`config.mk`:
```
export PLATFORM = sky130hd
export DESIGN_NAME = rpc_top
export DESIGN_NICKNAME = d
export VERILOG_FILES = /design/src/rpc_pkg.sv /design/src/rpc_sync_if.sv /design/src/rpc_sync.sv /design/src/rpc_top.sv
export SDC_FILE = /design/constraint.sdc
export NUM_CORES = 1
export LEC_CHECK = 0
export BUFFER_PORTS_ARGS = -buffer_cell sky130_fd_sc_hd__buf_4
export CORE_AREA = 2 2 44 76
export CTS_CLUSTER_DIAMETER = 200
export CTS_CLUSTER_SIZE = 20
export DETAILED_ROUTE_END_ITERATION = 10
export DIE_AREA = 0 0 46 78
export HOLD_SLACK_MARGIN = 0.12
export MAX_ROUTING_LAYER = met4
export PLACE_DENSITY_LB_ADDON = 0.1
export SLEW_MARGIN = 40
export SYNTH_ARGS = -nofsm -noshare
export SYNTH_HDL_FRONTEND = slang
export SYNTH_SLANG_ARGS = --single-unit
```
`constraint.sdc`:
```
create_clock -name core_clk -period 1.47 [get_ports core_clk]
set_input_delay 0.0735 -clock core_clk [delete_from_list [all_inputs] [get_ports core_clk]]
set_output_delay 0.0735 -clock core_clk [all_outputs]
set_load 0.01 [all_outputs]
```
`src/rpc_pkg.sv`:
```
// package of constants for the reset pin and port-one pin mux block
package rpc_pkg;
    // reset synchroniser depth in flip-flops
    localparam int RPC_SYNC_STAGES = 2;
    // power-on window length in cycles during which the pin is always reset
    localparam int RPC_POR_CYCLES = 16;
    // sampling cycle inside the power-on window for programming-mode entry
    localparam int RPC_ISP_SAMPLE_CYCLE = 8;
    // position of the reset-enable bit in the user configuration byte
    localparam int RPC_CFG_RST_EN_BIT = 6;
    // reserved, fixed-zero and fixed-one masks for a guarded register byte
    localparam logic [7:0] RPC_FIX0_MASK = 8'h04;
    localparam logic [7:0] RPC_FIX1_MASK = 8'h00;
    localparam logic [7:0] RPC_RSVD_MASK = 8'h32;
    // restart fetch address after reset
    localparam logic [15:0] RPC_RESET_VECTOR = 16'h0000;
    // power-on sequencer states
    typedef enum logic [1:0] {RPC_POR, RPC_RUN} rpc_state_t;
endpackage

```
`src/rpc_sync_if.sv`:
```
// interface carrying the synchronised reset pin between modules
`timescale 1ns/1ns
interface rpc_sync_if;
    logic raw_n;    // pin level into the synchroniser
    logic clean_n;  // synchronised level out
    modport src (output raw_n, input clean_n);
    modport dst (input raw_n, output clean_n);
endinterface

```
`src/rpc_sync.sv`:
```
// two-flop synchroniser for the external reset pin
`timescale 1ns/1ns
module rpc_sync
    import rpc_pkg::*;
(
    // clock and reset
    input wire logic core_clk,
    input wire logic sys_rst,
    // carrier
    rpc_sync_if.dst sif
);
    logic meta_q;   // first stage, read only by the second
    logic clean_q;  // second stage

    // reset preset high so the pin is seen inactive until sampled
    always_ff @(posedge core_clk or posedge sys_rst) begin
        if (sys_rst) begin
            meta_q <= 1'b1;
            clean_q <= 1'b1;
        end else begin
            meta_q <= sif.raw_n;
            clean_q <= meta_q;
        end
    end
    assign sif.clean_n = clean_q;
endmodule

```
`src/rpc_top.sv`:
```
// reset pin function, port one pin roles and guarded register bit rules
//
// Summary of operation
// - low reset pin resets core, fetch zero
// - pin is reset at power-on or configured
// - pin sampled at power-on for programming
// - otherwise pin is input-only port bit
// - port bit two serves timer zero
// - port bit one feeds serial receive
// - reserved bits written zero, read anything
// - fixed-zero bits always read zero
// - fixed-one bits always read one
`timescale 1ns/1ns
module rpc_top
    import rpc_pkg::*;
#(
    parameter int POR_CYCLES = RPC_POR_CYCLES
) (
    // clock and reset
    input wire logic core_clk,
    input wire logic sys_rst,
    // shared reset pin and configuration
    input wire logic reset_pin_n,
    input wire logic [7:0] user_config_byte_one,
    // timer zero pin role
    input wire logic timer_zero_out_en,
    input wire logic timer_zero_out,
    input wire logic port1_bit2_pin_in,
    // serial receive pin
    input wire logic port1_bit1_pin,
    // guarded register byte path
    input wire logic [7:0] sfr_wr_data,
    input wire logic [7:0] sfr_rd_raw,
    // outputs to the core
    output logic core_reset,
    output logic [15:0] fetch_addr_reset,
    output logic isp_entry,
    output logic port1_bit5_input,
    output logic timer_zero_pin,
    output logic port1_bit2_pin_out,
    output logic port1_bit2_pin_oe,
    output logic serial_rx_data,
    output logic [7:0] sfr_rd_data,
    output logic [7:0] sfr_wr_clean
);
    rpc_sync_if sif();
    rpc_state_t state_q, state_d;
    logic [7:0] por_cnt_q, por_cnt_d;   // power-on window counter
    logic reset_func;                   // pin acts as reset now
    logic pin_low;                      // synchronised pin is low
    logic isp_q;                        // latched programming request
    logic pin_reset;                    // pin is asserting reset right now
    logic por_last;                     // last count of the power-on window
    logic isp_sample;                   // sampling point for programming entry
    logic oe_allowed;                   // timer may drive bit two this cycle
    logic [7:0] rd_forced;              // read byte with fixed bits forced
    logic [7:0] wr_forced;              // write byte with protected bits cleaned

    // synchroniser on the pin; its first stage stays private
    assign sif.raw_n = reset_pin_n;
    rpc_sync rpc_sync_i (
        .core_clk(core_clk),
        .sys_rst(sys_rst),
        .sif(sif)
    );

    // reset function selection: always during power-on, else by config bit
    assign reset_func = (state_q == RPC_POR) || user_config_byte_one[RPC_CFG_RST_EN_BIT];
    assign pin_low = ~sif.clean_n;

    // reset from the pin only while the pin holds the reset role
    assign pin_reset = reset_func && pin_low;
    // window ends on its last count; the counter then freezes
    assign por_last = 32'(por_cnt_q) >= POR_CYCLES - 1;
    // one sampling point only, so a bouncing pin cannot toggle the request
    assign isp_sample = (state_q == RPC_POR) && (32'(por_cnt_q) == RPC_ISP_SAMPLE_CYCLE);
    // ports fall back to input-only while reset is applied
    assign oe_allowed = timer_zero_out_en && !pin_reset;
    // fixed bits forced on read; reserved bits passed raw, any value allowed
    assign rd_forced = (sfr_rd_raw & ~RPC_FIX0_MASK) | RPC_FIX1_MASK;
    // reserved and fixed-zero bits cleared, fixed-one bits set on write
    assign wr_forced = (sfr_wr_data & ~(RPC_FIX0_MASK | RPC_RSVD_MASK)) | RPC_FIX1_MASK;

    // power-on sequencer
    always_comb begin
        state_d = state_q;
        por_cnt_d = por_cnt_q;
        case (state_q)
            RPC_POR: begin
                por_cnt_d = por_cnt_q + 8'h01;
                if (por_last) begin
                    state_d = RPC_RUN;
                end
            end
            RPC_RUN: begin
                por_cnt_d = por_cnt_q;
            end
            default: begin
                state_d = RPC_POR;
            end
        endcase
    end

    always_ff @(posedge core_clk or posedge sys_rst) begin
        if (sys_rst) begin
            state_q <= RPC_POR;
            por_cnt_q <= 8'h00;
        end else begin
            state_q <= state_d;
            por_cnt_q <= por_cnt_d;
        end
    end

    // programming entry caught while pin is held low in the window
    always_ff @(posedge core_clk or posedge sys_rst) begin
        if (sys_rst) begin
            isp_q <= 1'b0;
        end else if (isp_sample) begin
            isp_q <= pin_low;
        end
    end

    // registered outputs; reset output is driven on the clean edge
    always_ff @(posedge core_clk or posedge sys_rst) begin
        if (sys_rst) begin
            core_reset <= 1'b1;
            fetch_addr_reset <= RPC_RESET_VECTOR;
            isp_entry <= 1'b0;
            port1_bit5_input <= 1'b1;
            timer_zero_pin <= 1'b0;
            port1_bit2_pin_out <= 1'b0;
            port1_bit2_pin_oe <= 1'b0;
            serial_rx_data <= 1'b1;
            sfr_rd_data <= 8'h00;
            sfr_wr_clean <= 8'h00;
        end else begin
            core_reset <= pin_reset;
            fetch_addr_reset <= RPC_RESET_VECTOR;
            isp_entry <= isp_q;
            // pin reads as plain input only when not reset; never driven
            port1_bit5_input <= reset_func ? 1'b1 : sif.clean_n;
            timer_zero_pin <= port1_bit2_pin_in;
            port1_bit2_pin_out <= timer_zero_out;
            port1_bit2_pin_oe <= oe_allowed;
            serial_rx_data <= port1_bit1_pin;
            // fixed bits forced on read; reserved bits passed as raw
            sfr_rd_data <= rd_forced;
            sfr_wr_clean <= wr_forced;
        end
    end

    // checks
    rst_follow_a: assert property (@(posedge core_clk) disable iff (sys_rst)
        (reset_func && pin_low) |=> core_reset) else $error("reset not asserted");
    rst_gate_a: assert property (@(posedge core_clk) disable iff (sys_rst)
        (state_q == RPC_RUN && !user_config_byte_one[RPC_CFG_RST_EN_BIT]) |=> !core_reset)
        else $error("reset while disabled");
    vec_zero_a: assert property (@(posedge core_clk) disable iff (sys_rst)
        core_reset |-> fetch_addr_reset == 16'h0000) else $error("vector not zero");
    sync_lat_a: assert property (@(posedge core_clk) disable iff (sys_rst)
        $fell(reset_pin_n) && reset_func ##1 reset_func ##1 reset_func |=> core_reset)
        else $error("sync latency wrong");
    // once the window is over the programming request must not move
    isp_hold_a: assert property (@(posedge core_clk) disable iff (sys_rst)
        state_q == RPC_RUN |=> $stable(isp_entry))
        else $error("isp changed");
    // the request takes the pin level seen at the sampling point
    isp_latch_a: assert property (@(posedge core_clk) disable iff (sys_rst)
        isp_sample |=> isp_q == $past(pin_low))
        else $error("isp not latched");
    // the window must end on its last count
    por_end_a: assert property (@(posedge core_clk) disable iff (sys_rst)
        (state_q == RPC_POR && por_last) |=> state_q == RPC_RUN)
        else $error("window did not end");
    bit5_in_a: assert property (@(posedge core_clk) disable iff (sys_rst)
        !reset_func |=> port1_bit5_input == $past(sif.clean_n)) else $error("bit5 wrong");
    t0_path_a: assert property (@(posedge core_clk) disable iff (sys_rst)
        1'b1 |=> port1_bit2_pin_oe == $past(timer_zero_out_en && !pin_reset))
        else $error("t0 oe");
    // the timer pin role passes both ways in one edge
    tz_path_a: assert property (@(posedge core_clk) disable iff (sys_rst)
        1'b1 |=> timer_zero_pin == $past(port1_bit2_pin_in)) else $error("t0 in");
    pout_path_a: assert property (@(posedge core_clk) disable iff (sys_rst)
        1'b1 |=> port1_bit2_pin_out == $past(timer_zero_out)) else $error("t0 out");
    // a port pin must never be driven while the core sits in reset
    oe_rst_a: assert property (@(posedge core_clk) disable iff (sys_rst)
        core_reset |-> !port1_bit2_pin_oe) else $error("pin driven in reset");
    // while the pin is reset it must not leak into the input bit
    bit5_rst_a: assert property (@(posedge core_clk) disable iff (sys_rst)
        reset_func |=> port1_bit5_input) else $error("bit5 leaked");
    rx_path_a: assert property (@(posedge core_clk) disable iff (sys_rst)
        1'b1 |=> serial_rx_data == $past(port1_bit1_pin)) else $error("rx path");
    fix_zero_a: assert property (@(posedge core_clk) disable iff (sys_rst)
        (sfr_rd_data & RPC_FIX0_MASK) == 8'h00) else $error("fixed zero read");
    fix_one_a: assert property (@(posedge core_clk) disable iff (sys_rst)
        (sfr_rd_data & RPC_FIX1_MASK) == RPC_FIX1_MASK) else $error("fixed one read");
    rsvd_wr_a: assert property (@(posedge core_clk) disable iff (sys_rst)
        (sfr_wr_clean & RPC_RSVD_MASK) == 8'h00) else $error("reserved written");
    // writes also keep the fixed bits at their fixed values
    wr_fix0_a: assert property (@(posedge core_clk) disable iff (sys_rst)
        (sfr_wr_clean & RPC_FIX0_MASK) == 8'h00) else $error("fixed zero written");
    wr_fix1_a: assert property (@(posedge core_clk) disable iff (sys_rst)
        (sfr_wr_clean & RPC_FIX1_MASK) == RPC_FIX1_MASK) else $error("fixed one written");
    // main scenarios worth seeing at least once
    por_rst_c: cover property (@(posedge core_clk) state_q == RPC_POR && core_reset);
    isp_c: cover property (@(posedge core_clk) isp_entry);
    run_rst_c: cover property (@(posedge core_clk) state_q == RPC_RUN && core_reset);
    oe_drive_c: cover property (@(posedge core_clk) port1_bit2_pin_oe && !core_reset);
endmodule

```
==> results of run 1 <==
[cell families after synthesis]
group / after synthesis / share of synthesized area
flops: 30 / 0.641
buf+inv: 27 / 0.159
simple gates: 17 / 0.102
xor+xnor: 7 / 0.0519
fa+ha+maj: 2 / 0.0212
mux: 2 / 0.0180
other cells: 1 / 0.00317
compound gates: 1 / 0.00423
[cell type report]
class / count / area, µm² / area share
inverters: 5 / 18.8 / 0.0111
well taps: 28 / 35.0 / 0.0207
multi-input cells: 50 / 312 / 0.184
flip-flops and latches: 30 / 757 / 0.448
clock buffers: 8 / 110 / 0.0651
repair buffers: 55 / 458 / 0.271
[how the worst min path moves through the flow]
stage	slack, ns	startpoint	endpoint	depth (start not counted)
2_1_floorplan	0.08	reset_pin_n	rpc_sync_i.meta_q	0
3_3_place_gp	0.17	sys_rst	sfr_wr_clean[0]	3
3_5_place_dp	0.17	sys_rst	sfr_wr_clean[7]	3
4_1_cts	0.36	rpc_sync_i.meta_q	rpc_sync_i.sif.clean_n	0
5_1_grt	0.37	rpc_sync_i.meta_q	rpc_sync_i.sif.clean_n	0
6_report	0.36	rpc_sync_i.meta_q	rpc_sync_i.sif.clean_n	0
[sequential cells by signal, indices dropped and copies added (netlist names)]
signal,count
port1_bit2_pin_out,1
sfr_rd_data,7
serial_rx_data,1
sfr_wr_clean,4
port1_bit2_pin_oe,1
rpc_sync_i.sif.clean_n,1
isp_q,1
rpc_sync_i.meta_q,1
port1_bit5_input,1
core_reset,1
timer_zero_pin,1
por_cnt_q,8
isp_entry,1
state_q,1
[metrics by stage]
stage	instance area, µm²	power [W]	hold WS, ns	setup WS, ns
after floorplan	1260	0.000980	0.0780	0.309
after global placement	1400	0.00102	0.169	0.205
after detailed placement	1400	0.00102	0.175	0.193
after CTS	1690	0.00184	0.363	0.183
after global routing	1690	0.00189	0.367	0.0983
final	1690	0.00181	0.357	0.204
[power groups by stage]
| stage | combinational (W) | clock, W | sequential, W |
|---|---|---|---|
| 6_report | 0.000175 | 0.000761 | 0.000870 |
| 5_1_grt | 0.000191 | 0.000830 | 0.000873 |
| 4_1_cts | 0.000176 | 0.000794 | 0.000871 |
| 3_5_place_dp | 0.000138 | 0 | 0.000885 |
| 3_3_place_gp | 0.000136 | 0 | 0.000884 |
| 2_1_floorplan | 0.0000818 | 0 | 0.000898 |
[metal layers]
metal  part of all wire  GRT usage  up-vias
li1                   -          -      351
met1               0.33      0.124      357
met2               0.59      0.211       23
met3              0.045     0.0558        6
met4              0.040      0.103        0
met5                  0          -        -
[cells in the mapped netlist, drive strengths merged]
cell type,instances
mux2i,1
nand4b,1
nand3b,1
xnor2,4
inv,5
nor2,2
mux2,1
dfstp,5
conb,1
and3,1
a21oi,1
nand2,2
nor2b,2
and3b,1
ha,2
xor2,3
buf,22
dfrtp,25
nor3,2
nand3,5
[worst max-delay path, delay by kind of cell (launching register included)]
| kind | cells | cell delay (ns) |
|---|---|---|
| simple gates | 2 | 0.39 |
| flops | 1 | 0.44 |
| fa+ha+maj | 1 | 0.19 |
| xor+xnor | 1 | 0.13 |
[cell usage in the layout, fill, tap and decap left out, types with 2 or more instances in the layout]
master	instances
sky130_fd_sc_hd__buf_4	37
sky130_fd_sc_hd__clkbuf_8	8
sky130_fd_sc_hd__conb_1	21
sky130_fd_sc_hd__dfrtp_1	25
sky130_fd_sc_hd__dfstp_2	5
sky130_fd_sc_hd__dlygate4sd3_1	18
sky130_fd_sc_hd__ha_1	2
sky130_fd_sc_hd__inv_1	5
sky130_fd_sc_hd__nand2_1	2
sky130_fd_sc_hd__nand3_1	5
sky130_fd_sc_hd__nor2_1	2
sky130_fd_sc_hd__nor2b_1	2
sky130_fd_sc_hd__nor3_2	2
sky130_fd_sc_hd__xnor2_1	4
sky130_fd_sc_hd__xor2_1	3
[timing repair]
action | 4_1_cts | 5_1_grt
endpoints found under the hold margin | 43 | 0
endpoints found under the setup margin | 0 | 0
setup buffers | 0 | 0
hold buffers | 18 | 0
==> metrics, run 1 <==
number of vias per cell 4.19; endpoint of the worst register-to-register path por_cnt_q[4]; number of detailed-route iterations in the first pass 3; delay contributed by the slowest stage of the critical path 0.44 ns; cell breakdown of the critical path ha_1, nor2b_1, nand3_1, xnor2_1; antenna violations before repair 0; cell total after placement 150; Starting DRT DRC Count 5; RSZ-0062 raised after global routing no; switching power of the nets 0.000377 W; Internal Pwr Total 0.00143 W; startpoint of the worst register-to-register path por_cnt_q[0]; largest area contributor in the netlist sky130_fd_sc_hd__dfrtp_1; sequential share of power 0.482; Worst VDD drop 0.000698 V; top fanout value on the critical path 4; count of pins on the block boundary 70; ANT cells 0; Core Region 2930 µm²; sort of element at the end of the critical path register; outcome completed; last element of the critical path por_cnt_q[4]; warnings from Yosys 0; clock net sink count 30; number of cell rows 26; total number of nets in the final design 180; buffer depth of the longest clock path 2; via count of the first global-routing pass 763; final count of hold timing violations 0; maximum number of pins on one net before global-route repair 31; share of post-route cells with drive strength above 1 0.372; slowest CP cell sky130_fd_sc_hd__dfrtp_1; setup TNS 0 ns; TritonCTS clock tree built; Avg WL per Cell 11.2 µm; Setup crit start por_cnt_q[0]; horizontal die dimension 46 µm; unique cell type count in the Yosys netlist 21; area fraction of the dominant cell type after synthesis 0.530; # H-tree levels 2; final standard cell count with taps included and fillers excluded 176; overall routed net length 1970 µm; minimum clock period 1.27 ns; post-cts sizing count 0; fmax 790 MHz; share of total power in combinational logic 0.097; Die ar. 3590 µm²; register bit count reported by yosys 30; worst reg-to-reg path cell count 4; top cells by area in the synthesized netlist sky130_fd_sc_hd__dfrtp_1, sky130_fd_sc_hd__buf_4, sky130_fd_sc_hd__dfstp_2; GP Congestion 0.722; detailed-placement wirelength estimate 1400 µm; global-route wire length before repair 3240 µm; Critical Path Start Type register; syn_area_per_cell 13.6 µm²; total power per unit cell area 1070 nW/µm²; clock transition at the register clock pins on the worst setup and hold paths after CTS 0.06 ns; cell area after technology mapping 1180 µm²; worst reg2reg setup slack 0.20 ns; hold crit path type register to register; Required @ worst endpoint 1.64 ns; share of power burned in the clock network 0.421; Post-Route Skew 0.00274 ns; effective utilization at floorplan 0.403; CTS Root Cell sky130_fd_sc_hd__clkbuf_8; number of DRC violations after detailed routing 0; number of buffers added by the clock tree synthesis step 5; max cap viols 0; Sw Ratio 0.209; Seq/Total Area, Yosys 0.641; leakage dissipation 0.874 nW; number of pins exceeding their max-slew limit in the final report 0; Tcrit/Tclk final 0.861; Synth Instances 87; later-pin clock latency in the skew report 0.28 ns; remaining global-route overflow 0; utilization after layout 0.577; area overhead of the layout relative to synthesis 43.1%; total via count in the routed design 737; critical path data arrival time 1.43 ns; type of the setup path with the least slack register to register; final setup violating endpoints 0; Tot GR Track Use 0.136; Port Buffers 36; count of fill cells added during filler insertion 262; Die Y-Extent 78 µm; remaining antenna violation count 0
No activity file was read; power rests on OpenSTA's default activity.
==> run 2, diff against run 1 <==
--- a/config.mk
+++ b/config.mk
@@ -5,12 +5,13 @@
 export SDC_FILE = /design/constraint.sdc
 export NUM_CORES = 1
 export LEC_CHECK = 0
+export ABC_AREA = 1
 export BUFFER_PORTS_ARGS = -buffer_cell sky130_fd_sc_hd__buf_4
-export CORE_AREA = 2 2 44 76
+export CORE_AREA = 2 2 44 77
 export CTS_CLUSTER_DIAMETER = 200
 export CTS_CLUSTER_SIZE = 20
 export DETAILED_ROUTE_END_ITERATION = 10
-export DIE_AREA = 0 0 46 78
+export DIE_AREA = 0 0 46 79
 export HOLD_SLACK_MARGIN = 0.12
 export MAX_ROUTING_LAYER = met4
 export PLACE_DENSITY_LB_ADDON = 0.1
==> run 2 against run 1 <==
First-iteration DRC count rose to 7.6 times the previous value. Routed wire length rose by 15%. Non-clock buffer count did not move. Power fell by 7.2%. Flip-flop and latch count did not move. Largest cell class unchanged. Largest power group unchanged. Highest routed layer unchanged.
==> metrics, run 2 <==
outcome completed; sort of element at the end of the critical path register; most crowded layer after global routing met2; total via count in the routed design 874 (+19%); number of detailed-route iterations in the first pass 4 (+1); most numerous cell types in the synthesized netlist sky130_fd_sc_hd__dfrtp_1, sky130_fd_sc_hd__nand2_1, sky130_fd_sc_hd__buf_4; Tcrit/Tclk final 0.819 (-0.0424); area fraction of the dominant cell type after synthesis 0.505 (-0.0246); slew margin rel. 0.643; Port Buffers 36 (unchanged); Worst Tran Pin Value 0.535 ns; hold crit path type register to register; Post-Route Skew 0.00678 ns (+0.00404 ns); via count of the first global-routing pass 874 (+15%); CTS Root Cell sky130_fd_sc_hd__clkbuf_8; type of the setup path with the least slack register to register; Required @ worst endpoint 1.65 ns (about the same); Worst VDD drop 0.000773 V (+11%); Internal Pwr Total 0.00129 W (-9.9%); Hold Path Origin rpc_sync_i.meta_q; routing usage on met3 0.0477 (-0.00809); buffer depth of the longest clock path 2 (unchanged); setup TNS 0 ns (unchanged); warnings from Yosys 0 (unchanged); area overhead of the layout relative to synthesis 40.9%; sequential share of power 0.519 (+0.037); utilization after layout 0.574 (-0.00328); Seq/Total Area, Yosys 0.611 (-0.0298); overall routed net length 2270 µm (+15%); global routing usage on met1 0.145 (+0.0204); startpoint of the worst register-to-register path por_cnt_q[0]; unique cell type count in the Yosys netlist 18 (-14%); leading cell type in the layout, fill and taps excluded sky130_fd_sc_hd__buf_4; largest register by flop count por_cnt_q; later-pin clock latency in the skew report 0.28 ns (about the same); Core Region 3040 µm² (+3.8%); maximum number of pins on one net before global-route repair 19 (-39%); Die Y-Extent 79 µm (+1.3%); number of DRC violations after detailed routing 0 (unchanged); cell area after technology mapping 1240 µm² (+4.9%); global-route wire length before repair 3690 µm (+14%); commonest non-fill, non-tap cells in the layout sky130_fd_sc_hd__buf_4, sky130_fd_sc_hd__dfrtp_1, sky130_fd_sc_hd__nand2_1, sky130_fd_sc_hd__conb_1, sky130_fd_sc_hd__dlygate4sd3_1; leakage dissipation 0.953 nW (+9.0%); total number of nets in the final design 211 (+17%); number of cell rows 27 (+3.8%); post-cts sizing count 0 (unchanged); number of buffers added for setup after CTS 0 (unchanged); syn_area_per_cell 10.6 µm² (-22%); asr flop ratio synth 1.00 (unchanged); Avg WL per Cell 10.9 µm (-2.6%); max cap viols 0 (unchanged); number of enable flip-flop cells after synthesis 0 (unchanged); count of fill cells added during filler insertion 271 (+3.4%); number of pins exceeding their max-slew limit in the final report 0 (unchanged); register bit count reported by yosys 30 (unchanged); Critical Path Start Type register; Die ar. 3630 µm² (+1.3%); Sw Ratio 0.232 (+0.0234); ANT cells 0 (unchanged); clock transition at the register clock pins on the worst setup and hold paths after CTS 0.07 ns (about the same); fmax 831 MHz (+5.2%); share of power burned in the clock network 0.373 (-0.048); # H-tree levels 2 (unchanged); remaining global-route overflow 0 (unchanged); share of total power in combinational logic 0.108 (+0.011); Synth Instances 117 (+34%); Starting DRT DRC Count 38 (+33); top cells by area in the synthesized netlist sky130_fd_sc_hd__dfrtp_1, sky130_fd_sc_hd__buf_4, sky130_fd_sc_hd__dfstp_2; antenna violations before repair 0 (unchanged); GP Congestion 0.813 (+13%); flip-flop count of the largest register after layout 8 (unchanged); largest area contributor in the netlist sky130_fd_sc_hd__dfrtp_1; clock net sink count 30 (unchanged); minimum clock period 1.20 ns (-0.0624 ns); met2 global-route usage 0.242 (+0.0306); RSZ-0062 raised after global routing no; switching power of the nets 0.000389 W (+3.2%); TritonCTS clock tree built; total power per unit cell area 960 nW/µm² (-10%); count of pins on the block boundary 70 (unchanged); final count of hold timing violations 0 (unchanged); final setup violating endpoints 0 (unchanged); share of post-route cells with drive strength above 1 0.313 (-0.0588); number of vias per cell 4.20 (+0.34%); library cell with the highest instance count after synthesis sky130_fd_sc_hd__dfrtp_1; Tot GR Track Use 0.147 (+0.0110); critical path data arrival time 1.38 ns (-0.05 ns); largest registers por_cnt_q (8), sfr_rd_data (7), sfr_wr_clean (4); flip-flop cell with the highest count after synthesis sky130_fd_sc_hd__dfrtp_1; horizontal die dimension 46 µm (unchanged); detailed-placement wirelength estimate 1570 µm (+12%); number of buffers added by the clock tree synthesis step 5 (unchanged); Setup crit start por_cnt_q[0]; effective utilization at floorplan 0.407 (+0.00399); remaining antenna violation count 0 (unchanged); top fanout value on the critical path 4 (unchanged)
-- run 2: changes by cell type after synthesis, moves of 3 or more --
cell	delta
sky130_fd_sc_hd__nand2_1	+20
sky130_fd_sc_hd__nor2_1	+4
sky130_fd_sc_hd__xnor2_1	-4
sky130_fd_sc_hd__inv_1	+9
sky130_fd_sc_hd__nand3_1	+3
-- run 2: critical path, stage by stage, from the launching register on --
cell and delay [ns]:
sky130_fd_sc_hd__dfrtp_1 0.45, sky130_fd_sc_hd__ha_1 0.24, sky130_fd_sc_hd__nand2_1 0.12, sky130_fd_sc_hd__nor2_4 0.15, sky130_fd_sc_hd__nand2_1 0.06, sky130_fd_sc_hd__nand2_1 0.05
sky130_fd_sc_hd__nand2_1 0.05
-- run 2: metrics by stage --
step / power (W) / area [µm²] / instances / worst slack, ns / hold WS (ns)
floorplan: 0.000980 / 1310 / 137 / 0.379 / 0.0780
global placement: 0.00102 / 1480 / 182 / 0.290 / 0.132
detailed placement: 0.00103 / 1480 / 182 / 0.264 / 0.139
CTS: 0.00169 / 1750 / 208 / 0.252 / 0.358
global route: 0.00175 / 1750 / 208 / 0.170 / 0.359
finish: 0.00168 / 1750 / 208 / 0.266 / 0.357
-- run 2: timing repair --
item                                    CTS  global route
hold endpoints to repair                 25             0
endpoints found under the setup margin    0             0
hold buffers                             18             0
-- run 2: per-layer routing --
metal | vias up | part of all wire
met2 | 26 | 0.59
met5 | - | 0
met4 | 0 | 0.020
met3 | 5 | 0.033
met1 | 417 | 0.36
li1 | 426 | -
-- run 2: worst paths after layout --
kind	endpoint	slack [ns]	cells past startpoint
worst max-delay path	por_cnt_q[6]	0.27	6
worst max register to register	por_cnt_q[6]	0.27	6
worst min register to register	rpc_sync_i.sif.clean_n	0.36	0
worst min-delay path	rpc_sync_i.sif.clean_n	0.36	0
max in group asynchronous	sfr_rd_data[7]	0.60	4
min in group asynchronous	sfr_rd_data[4]	0.38	3
-- run 2: layout make-up --
cell class | count | area [µm²] | share of cell area
Clock inverter | 2 | 10.0 | 0.00573
Tap cell | 29 | 36.3 | 0.0208
Multi-Input combinational cell | 69 | 333 | 0.191
Clock buffer | 6 | 72.6 | 0.0416
Sequential cell | 30 | 757 | 0.434
Timing Repair Buffer | 55 | 470 | 0.270
Inverter | 17 | 66.3 | 0.0380
-- run 2: cell families (layout without fill, tap and decap cells) --
| family | Yosys count | in the layout | synth area share |
|---|---|---|---|
| AND/OR/NAND/NOR | 41 | 41 | 0.159 |
| buffers and inverters | 38 | 80 | 0.181 |
| flip-flops | 30 | 30 | 0.611 |
| AO/OA/AOI/OAI | 3 | 3 | 0.0121 |
| adder cells (fa/ha/maj) | 2 | 2 | 0.0202 |
| XOR/XNOR | 2 | 2 | 0.0141 |
| other | 1 | 21 | 0.00303 |
-- run 2: power by group through the flow --
stage,sequential [W],clock (W),combinational [W]
2_1_floorplan,0.000898,0,0.0000821
3_3_place_gp,0.000883,0,0.000141
3_5_place_dp,0.000884,0,0.000143
4_1_cts,0.000870,0.000644,0.000181
5_1_grt,0.000872,0.000675,0.000198
6_report,0.000870,0.000624,0.000182
==> run 3, diff against run 2 <==
--- a/config.mk
+++ b/config.mk
@@ -7,11 +7,11 @@
 export LEC_CHECK = 0
 export ABC_AREA = 1
 export BUFFER_PORTS_ARGS = -buffer_cell sky130_fd_sc_hd__buf_4
-export CORE_AREA = 2 2 44 77
+export CORE_AREA = 2 2 46 80
 export CTS_CLUSTER_DIAMETER = 200
 export CTS_CLUSTER_SIZE = 20
 export DETAILED_ROUTE_END_ITERATION = 10
-export DIE_AREA = 0 0 46 79
+export DIE_AREA = 0 0 48 82
 export HOLD_SLACK_MARGIN = 0.12
 export MAX_ROUTING_LAYER = met4
 export PLACE_DENSITY_LB_ADDON = 0.1
==> constraint.sdc (replaced) <==
create_clock -name core_clk -period 1.1 [get_ports core_clk]
set_input_delay 0.055 -clock core_clk [delete_from_list [all_inputs] [get_ports core_clk]]
set_output_delay 0.055 -clock core_clk [all_outputs]
set_load 0.01 [all_outputs]
==> run 3 against run 2 <==
Cell count up 10%. Global-route usage down 0.18 points. Clock power up 71%. Hold slack worse by 0.0032 ns. Die area up 8.3%. Power up 47%. Core utilization down 2.7 points. Largest power group unchanged. Highest routed layer unchanged.
==> metrics, run 3 (same netlist as run 2, synthesis figures left out) <==
sort of element at the end of the critical path register; Avg WL per Cell 10.1 µm (-7.5%); max cap viols 0 (unchanged); Post-Route Skew 0.00376 ns (-0.00302 ns); number of DRC violations after detailed routing 0 (unchanged); critical path's most frequent cell sky130_fd_sc_hd__nand2_1; later-pin clock latency in the skew report 0.28 ns (about the same); number of pins exceeding their max-slew limit in the final report 0 (unchanged); Final Instance Area 1820 µm² (+4.3%); cell depth of the worst hold path 0 (unchanged); critical path data arrival time 1.25 ns (-0.13 ns); number of detailed-route iterations in the first pass 4 (unchanged); Core Region 3330 µm² (+9.5%); utilization after layout 0.547 (-0.0271); number of vias per cell 3.93 (-6.4%); Die Y-Extent 82 µm (+3.8%); # H-tree levels 2 (unchanged); final count of hold timing violations 0 (unchanged); end of the worst hold path rpc_sync_i.sif.clean_n; share of post-route cells with drive strength above 1 0.342 (+0.0295); Worst VDD drop 0.00110 V (+42%); cell breakdown of the critical path ha_2, buf_4, nand2_1, nand2_1, o21ai_0, inv_1; final setup violating endpoints 0 (unchanged); maximum number of pins on one net before global-route repair 31 (+12); effective utilization at floorplan 0.372 (-0.0352); antenna violations before repair 0 (unchanged); cell area after placement 1510 µm² (+2.0%); clock transition at the register clock pins on the worst setup and hold paths after CTS 0.06 ns (about the same); startpoint of the worst register-to-register path por_cnt_q[0]; detailed-placement wirelength estimate 1600 µm (+1.9%); count of pins on the block boundary 70 (unchanged); RSZ-0062 raised after global routing yes; remaining antenna violation count 0 (unchanged); total number of nets in the final design 216 (+2.4%); slowest CP cell sky130_fd_sc_hd__dfrtp_1; final standard cell count with taps included and fillers excluded 229 (+10%); count of fill cells added during filler insertion 287 (+5.9%); CTS Root Cell sky130_fd_sc_hd__clkbuf_8; worst reg-to-reg path cell count 6 (unchanged); clock net sink count 30 (unchanged); commonest non-fill, non-tap cells in the layout sky130_fd_sc_hd__buf_4, sky130_fd_sc_hd__dfrtp_1, sky130_fd_sc_hd__nand2_1, sky130_fd_sc_hd__conb_1, sky130_fd_sc_hd__dlygate4sd3_1; total via count in the routed design 901 (+3.1%); flip-flop and latch area 758 µm² (+0.17%); flip-flop count of the largest register after layout 8 (unchanged); via count of the first global-routing pass 930 (+6.4%); Tcrit/Tclk final 0.984 (+0.166); Critical Path Start Type register; number of buffers added by the clock tree synthesis step 5 (unchanged); number of cell rows 28 (+3.7%); leakage dissipation 0.979 nW (+2.8%); global-route wire length before repair 3730 µm (+1.1%); Die ar. 3940 µm² (+8.3%); horizontal die dimension 48 µm (+4.3%); delay contributed by the slowest stage of the critical path 0.41 ns (-0.04 ns); buffer depth of the longest clock path 2 (unchanged); largest register by flop count por_cnt_q; Power, Total 0.00247 W (+47%); cell total after placement 201 (+10%); GP Congestion 0.819 (+0.73%); fmax 923 MHz (+11%); Required @ worst endpoint 1.27 ns (-0.38 ns); minimum clock period 1.08 ns (-0.121 ns); remaining global-route overflow 0 (unchanged); Port Buffers 36 (unchanged); Tot GR Track Use 0.145 (-0.00177); area overhead of the layout relative to synthesis 47.0%; total power per unit cell area 1350 nW/µm² (+41%); endpoint of the worst register-to-register path por_cnt_q[2]; footprint of the multi-input gates 338 µm² (+1.5%); worst reg2reg setup slack 0.02 ns (-0.25 ns); overall routed net length 2310 µm (+1.8%); leading cell type in the layout, fill and taps excluded sky130_fd_sc_hd__buf_4; Post-Place Worst Slack -0.0216 ns (-0.286 ns); TritonCTS clock tree built; type of the setup path with the least slack register to register; Hold Path Origin rpc_sync_i.meta_q; outcome completed; largest registers por_cnt_q (8), sfr_rd_data (7), sfr_wr_clean (4); ANT cells 0 (unchanged); hold crit path type register to register; Starting DRT DRC Count 6 (-84%); top fanout value on the critical path 3 (-1); Final WS setup 0.0171 ns (-0.249 ns)
[run 3: changes by cell type in the layout (fill, tap and decap cells not counted), sizes merged]
cell | previous run | this run
buf | 37 | 42
clkinv | 3 | 1
bufinv | 0 | 1
clkbuf | 6 | 7
[run 3: power by group]
group	internal [W]	total, W	switching [W]
clock network	0.000676	0.00107	0.000391
logic	0.000128	0.000237	0.000109
registers	0.00115	0.00116	0.0000112
[run 3: metal layers]
metal  track usage  share of wire  routed length, µm  up-vias
li1              -              -                  -      435
met1         0.139           0.33                757      427
met2         0.223           0.58               1340       28
met3        0.0505          0.047                108       11
met4         0.119          0.047                108        0
met5             -              0                  0        -
[run 3: area by class of cell]
cell class | count | area share
flip-flops and latches | 30 | 0.416
repair buffers | 60 | 0.272
multi-input cells | 69 | 0.186
clock buffers | 7 | 0.0419
inverters | 17 | 0.0364
well taps | 45 | 0.0309
clock inverters | 1 | 0.0165
[run 3: metrics by stage]
| step | setup TNS (ns) | hold WS (ns) |
|---|---|---|
| floorplan | 0 | 0.0595 |
| global placement | -0.00561 | 0.156 |
| detailed placement | -0.0216 | 0.162 |
| CTS | 0 | 0.357 |
| global route | -0.209 | 0.370 |
| finish | 0 | 0.354 |
[run 3: worst max-delay path, delay by kind of cell (launching register included)]
kind            cells  cell delay [ns]
buf+inv             2             0.19
flops               1             0.41
fa+ha+maj           1             0.21
simple gates        2             0.10
compound gates      1             0.06
[run 3: worst max path at each step]
stage | from | end | slack [ns] | cells past startpoint
floorplan | por_cnt_q[0] | por_cnt_q[6] | 0.009 | 6
global placement | por_cnt_q[0] | por_cnt_q[6] | -0.006 | 6
detailed placement | por_cnt_q[0] | por_cnt_q[6] | -0.02 | 6
CTS | por_cnt_q[1] | isp_q | 0.006 | 7
global route | por_cnt_q[1] | por_cnt_q[6] | -0.07 | 6
finish | por_cnt_q[0] | por_cnt_q[2] | 0.02 | 6
[run 3: repair_timing]
action / 4_1_cts / 5_1_grt
setup buffers: 1 / 1
resized for setup: 1 / 2
endpoints found under the hold margin: 43 / 0
hold buffers: 18 / 0
endpoints found under the setup margin: 2 / 4
pin swaps: 2 / 3
